File: src/srgs_regs.svh
`ifndef SRGS_REGS_SVH
`define SRGS_REGS_SVH
// timing figures in ns, clock period in ns
`define SRGS_CLK_PERIOD_NS   8
`define SRGS_MIN_ON_NS       55
`define SRGS_MIN_OFF_NS      245
// clamps: least times round up to whole cycles
`define SRGS_MIN_ON_CYC      ((`SRGS_MIN_ON_NS + `SRGS_CLK_PERIOD_NS - 1) / `SRGS_CLK_PERIOD_NS)
`define SRGS_MIN_OFF_CYC     ((`SRGS_MIN_OFF_NS + `SRGS_CLK_PERIOD_NS - 1) / `SRGS_CLK_PERIOD_NS)
`define SRGS_TMR_W           16
`define SRGS_TMR_ZERO        16'h0000
`define SRGS_TMR_ONE         16'h0001
`define SRGS_WAKE_REC_DEF    12'h064
`define SRGS_WAKE_W          12
`define SRGS_WAKE_ZERO       12'h000
`define SRGS_WAKE_ONE        12'h001
`endif

File: src/srgs_pkg.sv
package srgs_pkg;
  // comparator outputs, all asynchronous at the pins
  typedef struct packed {
    logic turn_on;     // sense below turn_on_threshold
    logic turn_off;    // sense above turn_off_threshold
    logic off_reset;   // sense above off_timer_reset_threshold
  } srgs_cmp_s;

  typedef enum logic [1:0] {
    SRGS_WAKE,
    SRGS_SYNC,
    SRGS_OFF,
    SRGS_ON
  } srgs_state_e;
endpackage

File: src/srgs_sequencer.sv
`timescale 1ns/10ps
`include "srgs_regs.svh"
module srgs_sequencer #(
  parameter logic [`SRGS_WAKE_W-1:0] WAKE_REC_CYC = `SRGS_WAKE_REC_DEF
) (
  input  wire logic                   i_clk,
  input  wire logic                   i_sys_rst,
  input  wire logic                   i_clk_en,
  input  wire srgs_pkg::srgs_cmp_s    i_cmp,
  input  wire logic [`SRGS_TMR_W-1:0] i_min_on_cyc,
  input  wire logic [`SRGS_TMR_W-1:0] i_min_off_cyc,
  input  wire logic                   i_disable,
  output logic                        o_gate_drive_output,
  output logic                        o_off_blank_active
);

  // clamp a configured length to its floor
  function automatic logic [`SRGS_TMR_W-1:0] clamp_len(input logic [`SRGS_TMR_W-1:0] cfg,
                                                       input logic [`SRGS_TMR_W-1:0] floor_v);
    clamp_len = (cfg < floor_v) ? floor_v : cfg;
  endfunction

  localparam logic [`SRGS_TMR_W-1:0] ON_FLOOR  = `SRGS_TMR_W'(`SRGS_MIN_ON_CYC);
  localparam logic [`SRGS_TMR_W-1:0] OFF_FLOOR = `SRGS_TMR_W'(`SRGS_MIN_OFF_CYC);

  // two-flop synchronisers; meta stage feeds only the second stage
  srgs_pkg::srgs_cmp_s meta_q, meta_d, sync_q, sync_d;
  always_comb begin
    meta_d = i_cmp;
    sync_d = meta_q;
  end
  always_ff @(posedge i_clk) begin
    if (i_sys_rst) begin
      meta_q <= '0;
      sync_q <= '0;
    end else if (i_clk_en) begin
      meta_q <= meta_d;
      sync_q <= sync_d;
    end
  end

  logic [`SRGS_TMR_W-1:0] on_len, off_len;
  assign on_len  = clamp_len(i_min_on_cyc, ON_FLOOR);
  assign off_len = clamp_len(i_min_off_cyc, OFF_FLOOR);

  srgs_pkg::srgs_state_e  st_q, st_d;
  logic [`SRGS_TMR_W-1:0] on_cnt_q, on_cnt_d;
  logic [`SRGS_TMR_W-1:0] off_cnt_q, off_cnt_d;
  logic                   off_run_q, off_run_d;
  logic                   off_done_q, off_done_d;
  logic                   above_q, above_d;
  logic [`SRGS_WAKE_W-1:0] wake_q, wake_d;
  logic                   drv_q, drv_d;
  logic                   off_expire;

  assign off_expire = off_run_q && (off_cnt_q == off_len - `SRGS_TMR_ONE);

  // off blanking timer: starts on rise above reset threshold, clears below it
  always_comb begin
    off_cnt_d  = off_cnt_q;
    off_run_d  = off_run_q;
    off_done_d = off_done_q;
    above_d    = sync_q.off_reset;
    if (st_q == srgs_pkg::SRGS_WAKE || st_q == srgs_pkg::SRGS_ON) begin
      off_cnt_d  = `SRGS_TMR_ZERO;
      off_run_d  = 1'b0;
      off_done_d = 1'b0;
      above_d    = 1'b0; // a level already high counts as a fresh start
    end else if (!sync_q.off_reset) begin
      off_cnt_d = `SRGS_TMR_ZERO;
      off_run_d = 1'b0;
    end else if (!above_q) begin
      off_cnt_d = `SRGS_TMR_ZERO;
      off_run_d = 1'b1;
    end else if (off_expire) begin
      off_run_d  = 1'b0;
      off_done_d = 1'b1;
    end else if (off_run_q) begin
      off_cnt_d = off_cnt_q + `SRGS_TMR_ONE;
    end
  end

  // main sequence and on blanking
  always_comb begin
    st_d     = st_q;
    on_cnt_d = on_cnt_q;
    wake_d   = wake_q;
    drv_d    = drv_q;
    case (st_q)
      srgs_pkg::SRGS_WAKE: begin
        drv_d = 1'b0;
        if (wake_q == WAKE_REC_CYC) begin
          st_d = srgs_pkg::SRGS_SYNC;
        end else begin
          wake_d = wake_q + `SRGS_WAKE_ONE;
        end
      end
      srgs_pkg::SRGS_SYNC: begin
        // self synchronisation: only a full uninterrupted off period releases
        if (off_done_q) begin
          st_d = srgs_pkg::SRGS_OFF;
        end
      end
      srgs_pkg::SRGS_OFF: begin
        if (sync_q.turn_on && off_done_q) begin
          st_d     = srgs_pkg::SRGS_ON;
          drv_d    = 1'b1;
          on_cnt_d = `SRGS_TMR_ZERO;
        end
      end
      srgs_pkg::SRGS_ON: begin
        if (on_cnt_q < on_len - `SRGS_TMR_ONE) begin
          on_cnt_d = on_cnt_q + `SRGS_TMR_ONE;
        end else if (sync_q.turn_off) begin
          st_d  = srgs_pkg::SRGS_OFF;
          drv_d = 1'b0;
        end
      end
      default: begin
        st_d  = srgs_pkg::SRGS_WAKE;
        drv_d = 1'b0;
      end
    endcase
    if (i_disable) begin
      st_d   = srgs_pkg::SRGS_WAKE;
      wake_d = `SRGS_WAKE_ZERO;
      drv_d  = 1'b0;
    end
  end

  // reset clears everything and demands a full off period before driving
  always_ff @(posedge i_clk) begin
    if (i_sys_rst) begin
      st_q       <= srgs_pkg::SRGS_WAKE;
      on_cnt_q   <= `SRGS_TMR_ZERO;
      off_cnt_q  <= `SRGS_TMR_ZERO;
      off_run_q  <= 1'b0;
      off_done_q <= 1'b0;
      above_q    <= 1'b0;
      wake_q     <= `SRGS_WAKE_ZERO;
      drv_q      <= 1'b0;
    end else if (i_clk_en) begin
      st_q       <= st_d;
      on_cnt_q   <= on_cnt_d;
      off_cnt_q  <= off_cnt_d;
      off_run_q  <= off_run_d;
      off_done_q <= off_done_d;
      above_q    <= above_d;
      wake_q     <= wake_d;
      drv_q      <= drv_d;
    end
  end

  assign o_gate_drive_output = drv_q;
  assign o_off_blank_active  = off_run_q;

  // drive rises only from an idle state with a full off period done
  property p_on_needs_off;
    @(posedge i_clk) disable iff (i_sys_rst)
      $rose(drv_q) |-> $past(off_done_q) && $past(sync_q.turn_on);
  endproperty
  a_on_needs_off: assert property (p_on_needs_off) else $error("drive rose without off period");

  property p_on_hold;
    @(posedge i_clk) disable iff (i_sys_rst || i_disable)
      $rose(drv_q) |-> drv_q [*7];
  endproperty
  a_on_hold: assert property (p_on_hold) else $error("drive dropped inside on blanking");

  property p_turn_off;
    @(posedge i_clk) disable iff (i_sys_rst)
      st_q == srgs_pkg::SRGS_ON && i_clk_en && sync_q.turn_off && on_cnt_q >= on_len - `SRGS_TMR_ONE
      |=> !drv_q;
  endproperty
  a_turn_off: assert property (p_turn_off) else $error("drive not removed on turn-off");

  property p_clear_below;
    @(posedge i_clk) disable iff (i_sys_rst)
      i_clk_en && !sync_q.off_reset |=> !off_run_q;
  endproperty
  a_clear_below: assert property (p_clear_below) else $error("off timer not cleared");

  property p_start_rise;
    @(posedge i_clk) disable iff (i_sys_rst)
      i_clk_en && sync_q.off_reset && !above_q && (st_q == srgs_pkg::SRGS_OFF || st_q == srgs_pkg::SRGS_SYNC)
      |=> off_run_q && off_cnt_q == `SRGS_TMR_ZERO;
  endproperty
  a_start_rise: assert property (p_start_rise) else $error("off timer did not start");

  property p_sync_quiet;
    @(posedge i_clk) disable iff (i_sys_rst)
      st_q == srgs_pkg::SRGS_SYNC || st_q == srgs_pkg::SRGS_WAKE |-> !drv_q;
  endproperty
  a_sync_quiet: assert property (p_sync_quiet) else $error("drive during start-up wait");

  property p_disable;
    @(posedge i_clk) disable iff (i_sys_rst)
      i_clk_en && i_disable |=> !drv_q && st_q == srgs_pkg::SRGS_WAKE;
  endproperty
  a_disable: assert property (p_disable) else $error("disable did not stop drive");

  property p_reset_state;
    @(posedge i_clk) $past(i_sys_rst) |-> !drv_q && !off_run_q && !off_done_q;
  endproperty
  a_reset_state: assert property (p_reset_state) else $error("reset left state set");

  // reset edges zero the chain, so they are kept out of the latency window
  property p_sync_delay;
    @(posedge i_clk) disable iff (i_sys_rst)
      $past(i_clk_en) && $past(i_clk_en, 2) && !$past(i_sys_rst) && !$past(i_sys_rst, 2) |-> sync_q == $past(i_cmp, 2);
  endproperty
  a_sync_delay: assert property (p_sync_delay) else $error("comparator sync latency wrong");

  // gate drive exists only in the on state
  property p_drive_in_on;
    @(posedge i_clk) disable iff (i_sys_rst)
      drv_q |-> st_q == srgs_pkg::SRGS_ON;
  endproperty
  a_drive_in_on: assert property (p_drive_in_on) else $error("drive outside on state");

  // the floor holds even when the setting is shorter
  property p_on_floor;
    @(posedge i_clk) disable iff (i_sys_rst || i_disable)
      st_q == srgs_pkg::SRGS_ON && i_clk_en && on_cnt_q < ON_FLOOR - `SRGS_TMR_ONE |=> drv_q;
  endproperty
  a_on_floor: assert property (p_on_floor) else $error("drive dropped below on floor");

  // the configured length keeps the drive up, turn-off or not
  property p_on_cfg;
    @(posedge i_clk) disable iff (i_sys_rst || i_disable)
      st_q == srgs_pkg::SRGS_ON && i_clk_en && on_cnt_q < on_len - `SRGS_TMR_ONE |=> drv_q;
  endproperty
  a_on_cfg: assert property (p_on_cfg) else $error("drive dropped before configured on time");

  // done flag only ever comes from a timer expiry
  property p_expire_done;
    @(posedge i_clk) disable iff (i_sys_rst)
      $rose(off_done_q) |-> $past(off_expire);
  endproperty
  a_expire_done: assert property (p_expire_done) else $error("off period done without expiry");

  // each pulse uses up its off period
  property p_on_clears_done;
    @(posedge i_clk) disable iff (i_sys_rst)
      $rose(drv_q) && i_clk_en |=> !off_done_q;
  endproperty
  a_on_clears_done: assert property (p_on_clears_done) else $error("off period reused");

  // recovery wait wipes any earlier timer progress
  property p_wake_clear;
    @(posedge i_clk) disable iff (i_sys_rst)
      st_q == srgs_pkg::SRGS_WAKE && i_clk_en |=> !off_run_q && !off_done_q;
  endproperty
  a_wake_clear: assert property (p_wake_clear) else $error("timer kept through wake");

  // uninterrupted high level advances the count by one
  property p_count_step;
    @(posedge i_clk) disable iff (i_sys_rst)
      off_run_q && i_clk_en && sync_q.off_reset && above_q && !off_expire
      && (st_q == srgs_pkg::SRGS_OFF || st_q == srgs_pkg::SRGS_SYNC)
      |=> off_cnt_q == $past(off_cnt_q) + `SRGS_TMR_ONE;
  endproperty
  a_count_step: assert property (p_count_step) else $error("off timer skipped a count");

  // ringing below the threshold throws the running count away
  property p_ring_restart;
    @(posedge i_clk) disable iff (i_sys_rst)
      off_run_q && i_clk_en && !sync_q.off_reset && (st_q == srgs_pkg::SRGS_OFF || st_q == srgs_pkg::SRGS_SYNC)
      |=> off_cnt_q == `SRGS_TMR_ZERO && !off_run_q;
  endproperty
  a_ring_restart: assert property (p_ring_restart) else $error("ringing did not restart timer");

  // sync wait is left only through a complete off period or a disable
  property p_sync_wait;
    @(posedge i_clk) disable iff (i_sys_rst)
      st_q == srgs_pkg::SRGS_SYNC && !off_done_q && i_clk_en && !i_disable |=> st_q == srgs_pkg::SRGS_SYNC;
  endproperty
  a_sync_wait: assert property (p_sync_wait) else $error("sync wait left early");

  // bias recovery runs its full count
  property p_wake_count;
    @(posedge i_clk) disable iff (i_sys_rst)
      st_q == srgs_pkg::SRGS_WAKE && i_clk_en && !i_disable && wake_q != WAKE_REC_CYC
      |=> st_q == srgs_pkg::SRGS_WAKE;
  endproperty
  a_wake_count: assert property (p_wake_count) else $error("recovery wait cut short");

  // reset restarts the whole start-up sequence
  property p_reset_cycle;
    @(posedge i_clk)
      $past(i_sys_rst) |-> st_q == srgs_pkg::SRGS_WAKE && wake_q == `SRGS_WAKE_ZERO;
  endproperty
  a_reset_cycle: assert property (p_reset_cycle) else $error("reset skipped start-up wait");
endmodule

File: config.mk
export PLATFORM = sky130hd
export DESIGN_NAME = srgs_sequencer
export DESIGN_NICKNAME = d
export VERILOG_FILES = /design/src/srgs_pkg.sv /design/src/srgs_sequencer.sv
export VERILOG_INCLUDE_DIRS = /design/src
export SDC_FILE = /design/constraint.sdc
export NUM_CORES = 1
export LEC_CHECK = 0
export ABC_AREA = 1
export BUFFER_PORTS_ARGS = -buffer_cell sky130_fd_sc_hd__buf_2
export CORE_UTILIZATION = 51
export CTS_CLUSTER_DIAMETER = 30
export DETAILED_ROUTE_END_ITERATION = 8
export PLACE_DENSITY_LB_ADDON = 0.1
export SYNTH_ARGS = -nofsm -noshare
export SYNTH_HDL_FRONTEND = slang
export SYNTH_SLANG_ARGS = --single-unit
File: constraint.sdc
create_clock -name i_clk -period 4.2 [get_ports i_clk]
set_clock_uncertainty 0.15 [all_clocks]
set_input_delay 0 -clock i_clk [delete_from_list [all_inputs] [get_ports i_clk]]
set_output_delay 0 -clock i_clk [all_outputs]
set_load 0.01 [all_outputs]
After elaboration in Yosys (flattened, before gate mapping)
Index checks and enable logic that the tools add are counted.
Word-level totals
  register bits: 56
  latch bits: 0
  RAM bits: 0
  bits in read-only memories: 0
  input bits: 39
  output and inout port bits: 2
  word-level logic and storage cells: 89
  memories: 0
Operators by class
  add/sub/neg operators: 5
  $mul: 0
  div/mod/pow operators: 0
  magnitude comparators: 3
  equality and inequality tests: 16
  shift operators: 0
  muxes and demuxes: 34
  bitwise logic cells: 0
  reduce and logical (&&, ||, !) cells: 17
Operator list (number)
  two-way mux 16 bit: 9
  two-way mux 12 bit: 3
  adder 16 x 1 -> 16 bit, second input constant: 2
  one-hot mux 16 bit (2 select lines): 1
  subtractor 16 x 1 -> 16 bit, second input constant: 2
  equality test 16 bit: 1
  less-than comparator 16 bit: 1
  less-than comparator 16 x 3 -> 1 bit, second input constant: 1
  less-than comparator 16 x 5 -> 1 bit, second input constant: 1
  two-way mux 1 bit: 13
  adder 12 x 1 -> 12 bit, second input constant: 1
  equality test 12 x 7 -> 1 bit, second input constant: 1
  two-way mux 2 bit: 6
  inequality test 3 bit, second input constant: 4
  nonzero test 2 bit: 5
  inequality test 4 x 3 -> 1 bit, second input constant: 2
  one-hot mux 2 bit (4 select lines): 1
  AND reduction 4 bit: 2
  AND reduction 3 bit: 2
  AND reduction 6 bit: 1
  AND reduction 5 bit: 1
  equality test 2 bit, second input constant: 2
  inequality test 2 bit, second input constant: 2
  inequality test 4 x 2 -> 1 bit, second input constant: 1
  other kinds (9): 10

Longest topological paths before layout
  word-level depth: 9
  mapped depth: 26
  gate-level depth less buffers: 25

Worst setup path before layout
OpenSTA, ideal clock, no wires.
  path kind: in2reg
  start point: in i_min_on_cyc[2]
  end point: reg on_cnt_q[10]
  library setup time: 70 ps
  arrival time: 3134 ps
  data required time: 3980 ps
  path slack: 846 ps
  cell stages on the path: 20
  path buffers: 1
  path through: inv_1 -> o21ai_0 -> nor2_1 -> nand3_1 -> nand2_1 -> nor3_1 -> nand2_1 -> nor3_2 -> nand4_1 -> nor2_1 -> xnor2_1 -> ha_1 -> a21oi_1 -> nor2_1 -> a2111oi_0 -> nand3_1 -> nand2_1 -> buf_2 -> nand2_1 -> a21oi_1
Between the ends
  word-level cells in the longest chain between the ends: 6
RTL lines
  start, declared: line srgs_sequencer.sv:10  | input wire logic [`SRGS_TMR_W-1:0] i_min_on_cyc,
  less-than comparator 16 x 3 -> 1 bit: line srgs_sequencer.sv:20  | clamp_len = (cfg < floor_v) ? floor_v : cfg;
  two-way mux 16 bit (*): line srgs_sequencer.sv:20
  subtractor 16 x 1 -> 16 bit (no source line) (*)
  less-than comparator 16 bit (no source line) (*)
  inequality test 2 x 1 -> 1 bit (no source line) (*)
  AND reduction 4 bit (no source line) (*)
  end signal, assigned: line srgs_sequencer.sv:135  | on_cnt_q <= `SRGS_TMR_ZERO;
  end signal, assigned: line srgs_sequencer.sv:144  | on_cnt_q <= on_cnt_d;
  end, declared: line srgs_sequencer.sv:47  | logic [`SRGS_TMR_W-1:0] on_cnt_q, on_cnt_d;
Every way passes the cells marked *; elsewhere a longest branch is shown, timed or not.
A chain may end at the register's enable or synchronous reset.

Final worst setup path
  start point: in i_min_on_cyc[2]
  end point: reg on_cnt_q[14]
Same word-level chain as after synthesis.

==> impl_results.md <==
* Status: completed
* Share of power burned in registers at 0.479
* VDD IR max at 0.0001801 V
* Async SR Flop Fraction at 0
* Nets@finish at 836
* Hold WS at 0.03265 ns
* Die Span Y at 96.99 um
* Syn avg cell area at about 6.3 um2
* Fillers at around 900
* Register area share after synthesis at 0.2436
* Logic pwr share at 0.201
* Area share of the largest cell type after synthesis at 0.2436
* R2R Setup Slk at 1.68 ns
* Hold WC Path Type: in -> reg
* Die area at 9407 um2
* Post-route cell area at 5049 um2
* Main synth FF type: dfxtp_1
* Unrepaired setup endpoints after global routing: false
* Multi-input gate area at ~3000 um2
* Drt total wl at 11090 um
* CTS Buf Count at 5
* Synthesized cell area at 4602 um2
* Startpoint Class: primary input
* Slew HR at 0.6150
* Synth top cells by count: nand2_1, nor2_1, inv_1
* Worst-path maximum fanout at 16
* Final setup TNS at 0 ns
* Setup violations, final at 0
* GRT Overall Usage at 0.2425
* Clk sinks at 56
* Initial DRC count at 170
* Initial antenna violation count at 0
* Vias per cell at 5.413
* FMAX at about 0.29 GHz
* Post-place instance area at 4867 um2
* Setup CP Type: in -> reg
* Post-Syn Instances at between 700 and 800
* H-tree depth at 2
* Total of max-cap violations at 0
* I/O Buffers at 40
* Sequential Area at 1121 um2
* Critical Path AT at 3.60 ns
* Power Dens Cells at 228.6 nW/um2
* Switching Fraction at 0.3037
* Switching pwr at 0.3506 mW
* Top cell type by total area after synthesis: dfxtp_1
* Worst-Skew Late Latency at between 0.3 and 0.4 ns
* GRT overflow at 0
* Mapped Nets at 796
* CORE AREA at 8721 um2
* Vias at 4769
* First-pass DRT Iterations at 5
* Routed wire per std cell at 12.59 um
* Hpwl dp at 8399 um
* Synth Register Bits at 56
* Initial Util at 0.5277
* Top cells by area, synth: dfxtp_1, nand2_1, nand3_1
* First-pass GRT wire length at ~20000 um
* Remaining antenna violation count at 0
* Layout cells sized above 1 at 0.09832
* Pleak at 2.074 nW
* Post-synth EDFFs at 0
* Final Core Density at 0.5789
* CP endpoint kind: flop
* DRC Markers at 0
* Ant. Diodes at 0
* Top-count cell post-synth: nand2_1
* Final hold vios at 0
* Io pins at between 40 and 50
* Slew @ Worst Pin at between 0.5 and 0.6 ns
* Cell Rows at 34
* Crit path required time at 4.29 ns
* Largest net degree at the start of global routing at 29
* Tmin final at 3.504 ns
* Unique masters post-synth at 41
* Gpl congestion at just over 0.9
* CTS tree: done
* Post-CTS Setup Bufs at 0
* Clk pwr share at 0.320
* Internal power at 0.8036 mW
* Area grow syn2layout at 9.706%
* Clock Tree Buf Depth at 2
* CTS clk-pin slew, worst paths at 0.10 ns
* Root buf cell: clkbuf_8
* Vias in the first global route at 4454
* Die Width at 96.99 um
* Synth Warn # at 0
* Slew Limit Fails at 0
* Final critical-path share of the clock period at 0.8343
-- worst max-delay path, stage by stage --
cell       delay, ns
buf_2           0.09
inv_1           0.05
o21ai_0         0.17
nor2_1          0.07
nand3_1         0.13
nand2_1         0.08
nor3_1          0.26
nand2_1         0.16
nor3_2          0.28
nand4_1         0.22
nor2_1          0.16
xnor2_1         0.13
ha_1            0.26
a21oi_1         0.16
nor2_1          0.05
a2111oi_0       0.36
buf_4           0.18
nand3_1         0.09
nand2_1         0.44
nand2_1         0.11
a21oi_1         0.14
-- path summary, 6_finish.rpt --
kind	from	to	cells after the start
setup / recovery	i_min_on_cyc[2]	on_cnt_q[14]	21
hold reg to reg	meta_q[1]	sync_q[1]	2
hold / removal	i_sys_rst	wake_q[1]	2
setup reg to reg	wake_q[0]	wake_q[11]	14
-- power by group through the flow --
stage	combinational, mW	clock, mW	sequential (mW)
global route	0.266	0.397	0.555
CTS	0.231	0.374	0.554
finish	0.231	0.369	0.553
floorplan	0.158	0	0.563
global placement	0.218	0	0.565
detailed placement	0.225	0	0.566
-- layer usage --
metal / up-vias / global-route usage / part of all wire
met4: 0 / 0.06889 / 0.018
met2: 79 / 0.4556 / 0.51
met3: 15 / 0.02312 / 0.026
met1: 2191 / 0.2900 / 0.45
li1: 2484 / - / -
met5: - / 0 / 0
-- kinds of logic after synthesis --
| logic type | Yosys count | synth area share |
|---|---|---|
| flops | 56 | 0.2436 |
| fa+ha+maj | 25 | 0.06797 |
| buf+inv | 109 | 0.09516 |
| compound gates | 92 | 0.1101 |
| xor+xnor | 40 | 0.07613 |
| simple gates | 410 | 0.4070 |
-- cell type report --
cell class	instances	area share
clock buffer	6	0.01437
tap	108	0.02677
sequential	56	0.2221
multi-input combinational	567	0.6027
clock inverter	2	0.007683
inverter	92	0.06840
timing repair buffer	50	0.05799
-- placed cells by master (no fill, tap or decap), types with 2 or more instances in the layout --
cell type	instances
clkbuf_8	5
nand4_1	16
nor4_1	8
a21oi_1	50
dlygate4sd3_1	7
o211ai_1	5
nand2_2	3
nand3_2	2
a31oi_1	2
nand3b_1	4
buf_4	3
nor2_2	6
dfxtp_1	56
o31ai_1	2
nor2_1	102
nor3_1	34
o21a_1	2
or2_2	4
a211oi_1	3
nand3_1	77
xor2_1	25
nand2_1	144
nand2_4	3
xnor2_1	15
ha_1	25
buf_2	40
o21ai_0	23
nor2_4	2
inv_1	91
-- stage by stage --
step | setup WS (ns) | total power [mW] | instances
after floorplan | 0.8459 | 0.7210 | 732
after CTS | 0.7158 | 1.159 | 881
after detailed placement | 0.4068 | 0.7903 | 866
after global placement | 0.5640 | 0.7831 | 866
after global routing | 0.1693 | 1.218 | 881
final | 0.6960 | 1.154 | 881
-- repair_timing --
item | in CTS | in global routing
hold buffers | 7 | 0
endpoints found under the hold margin | 8 | 0
gates resized for setup | 0 | 0
-- state kept, by name (all words and copies together), names as in the netlist --
name	flops
off_cnt_q	16
on_cnt_q	16
wake_q	12
meta_q	3
sync_q	3
st_q	2
above_q	1
o_gate_drive_output	1
o_off_blank_active	1
off_done_q	1
(Power assumes the default switching activity.)
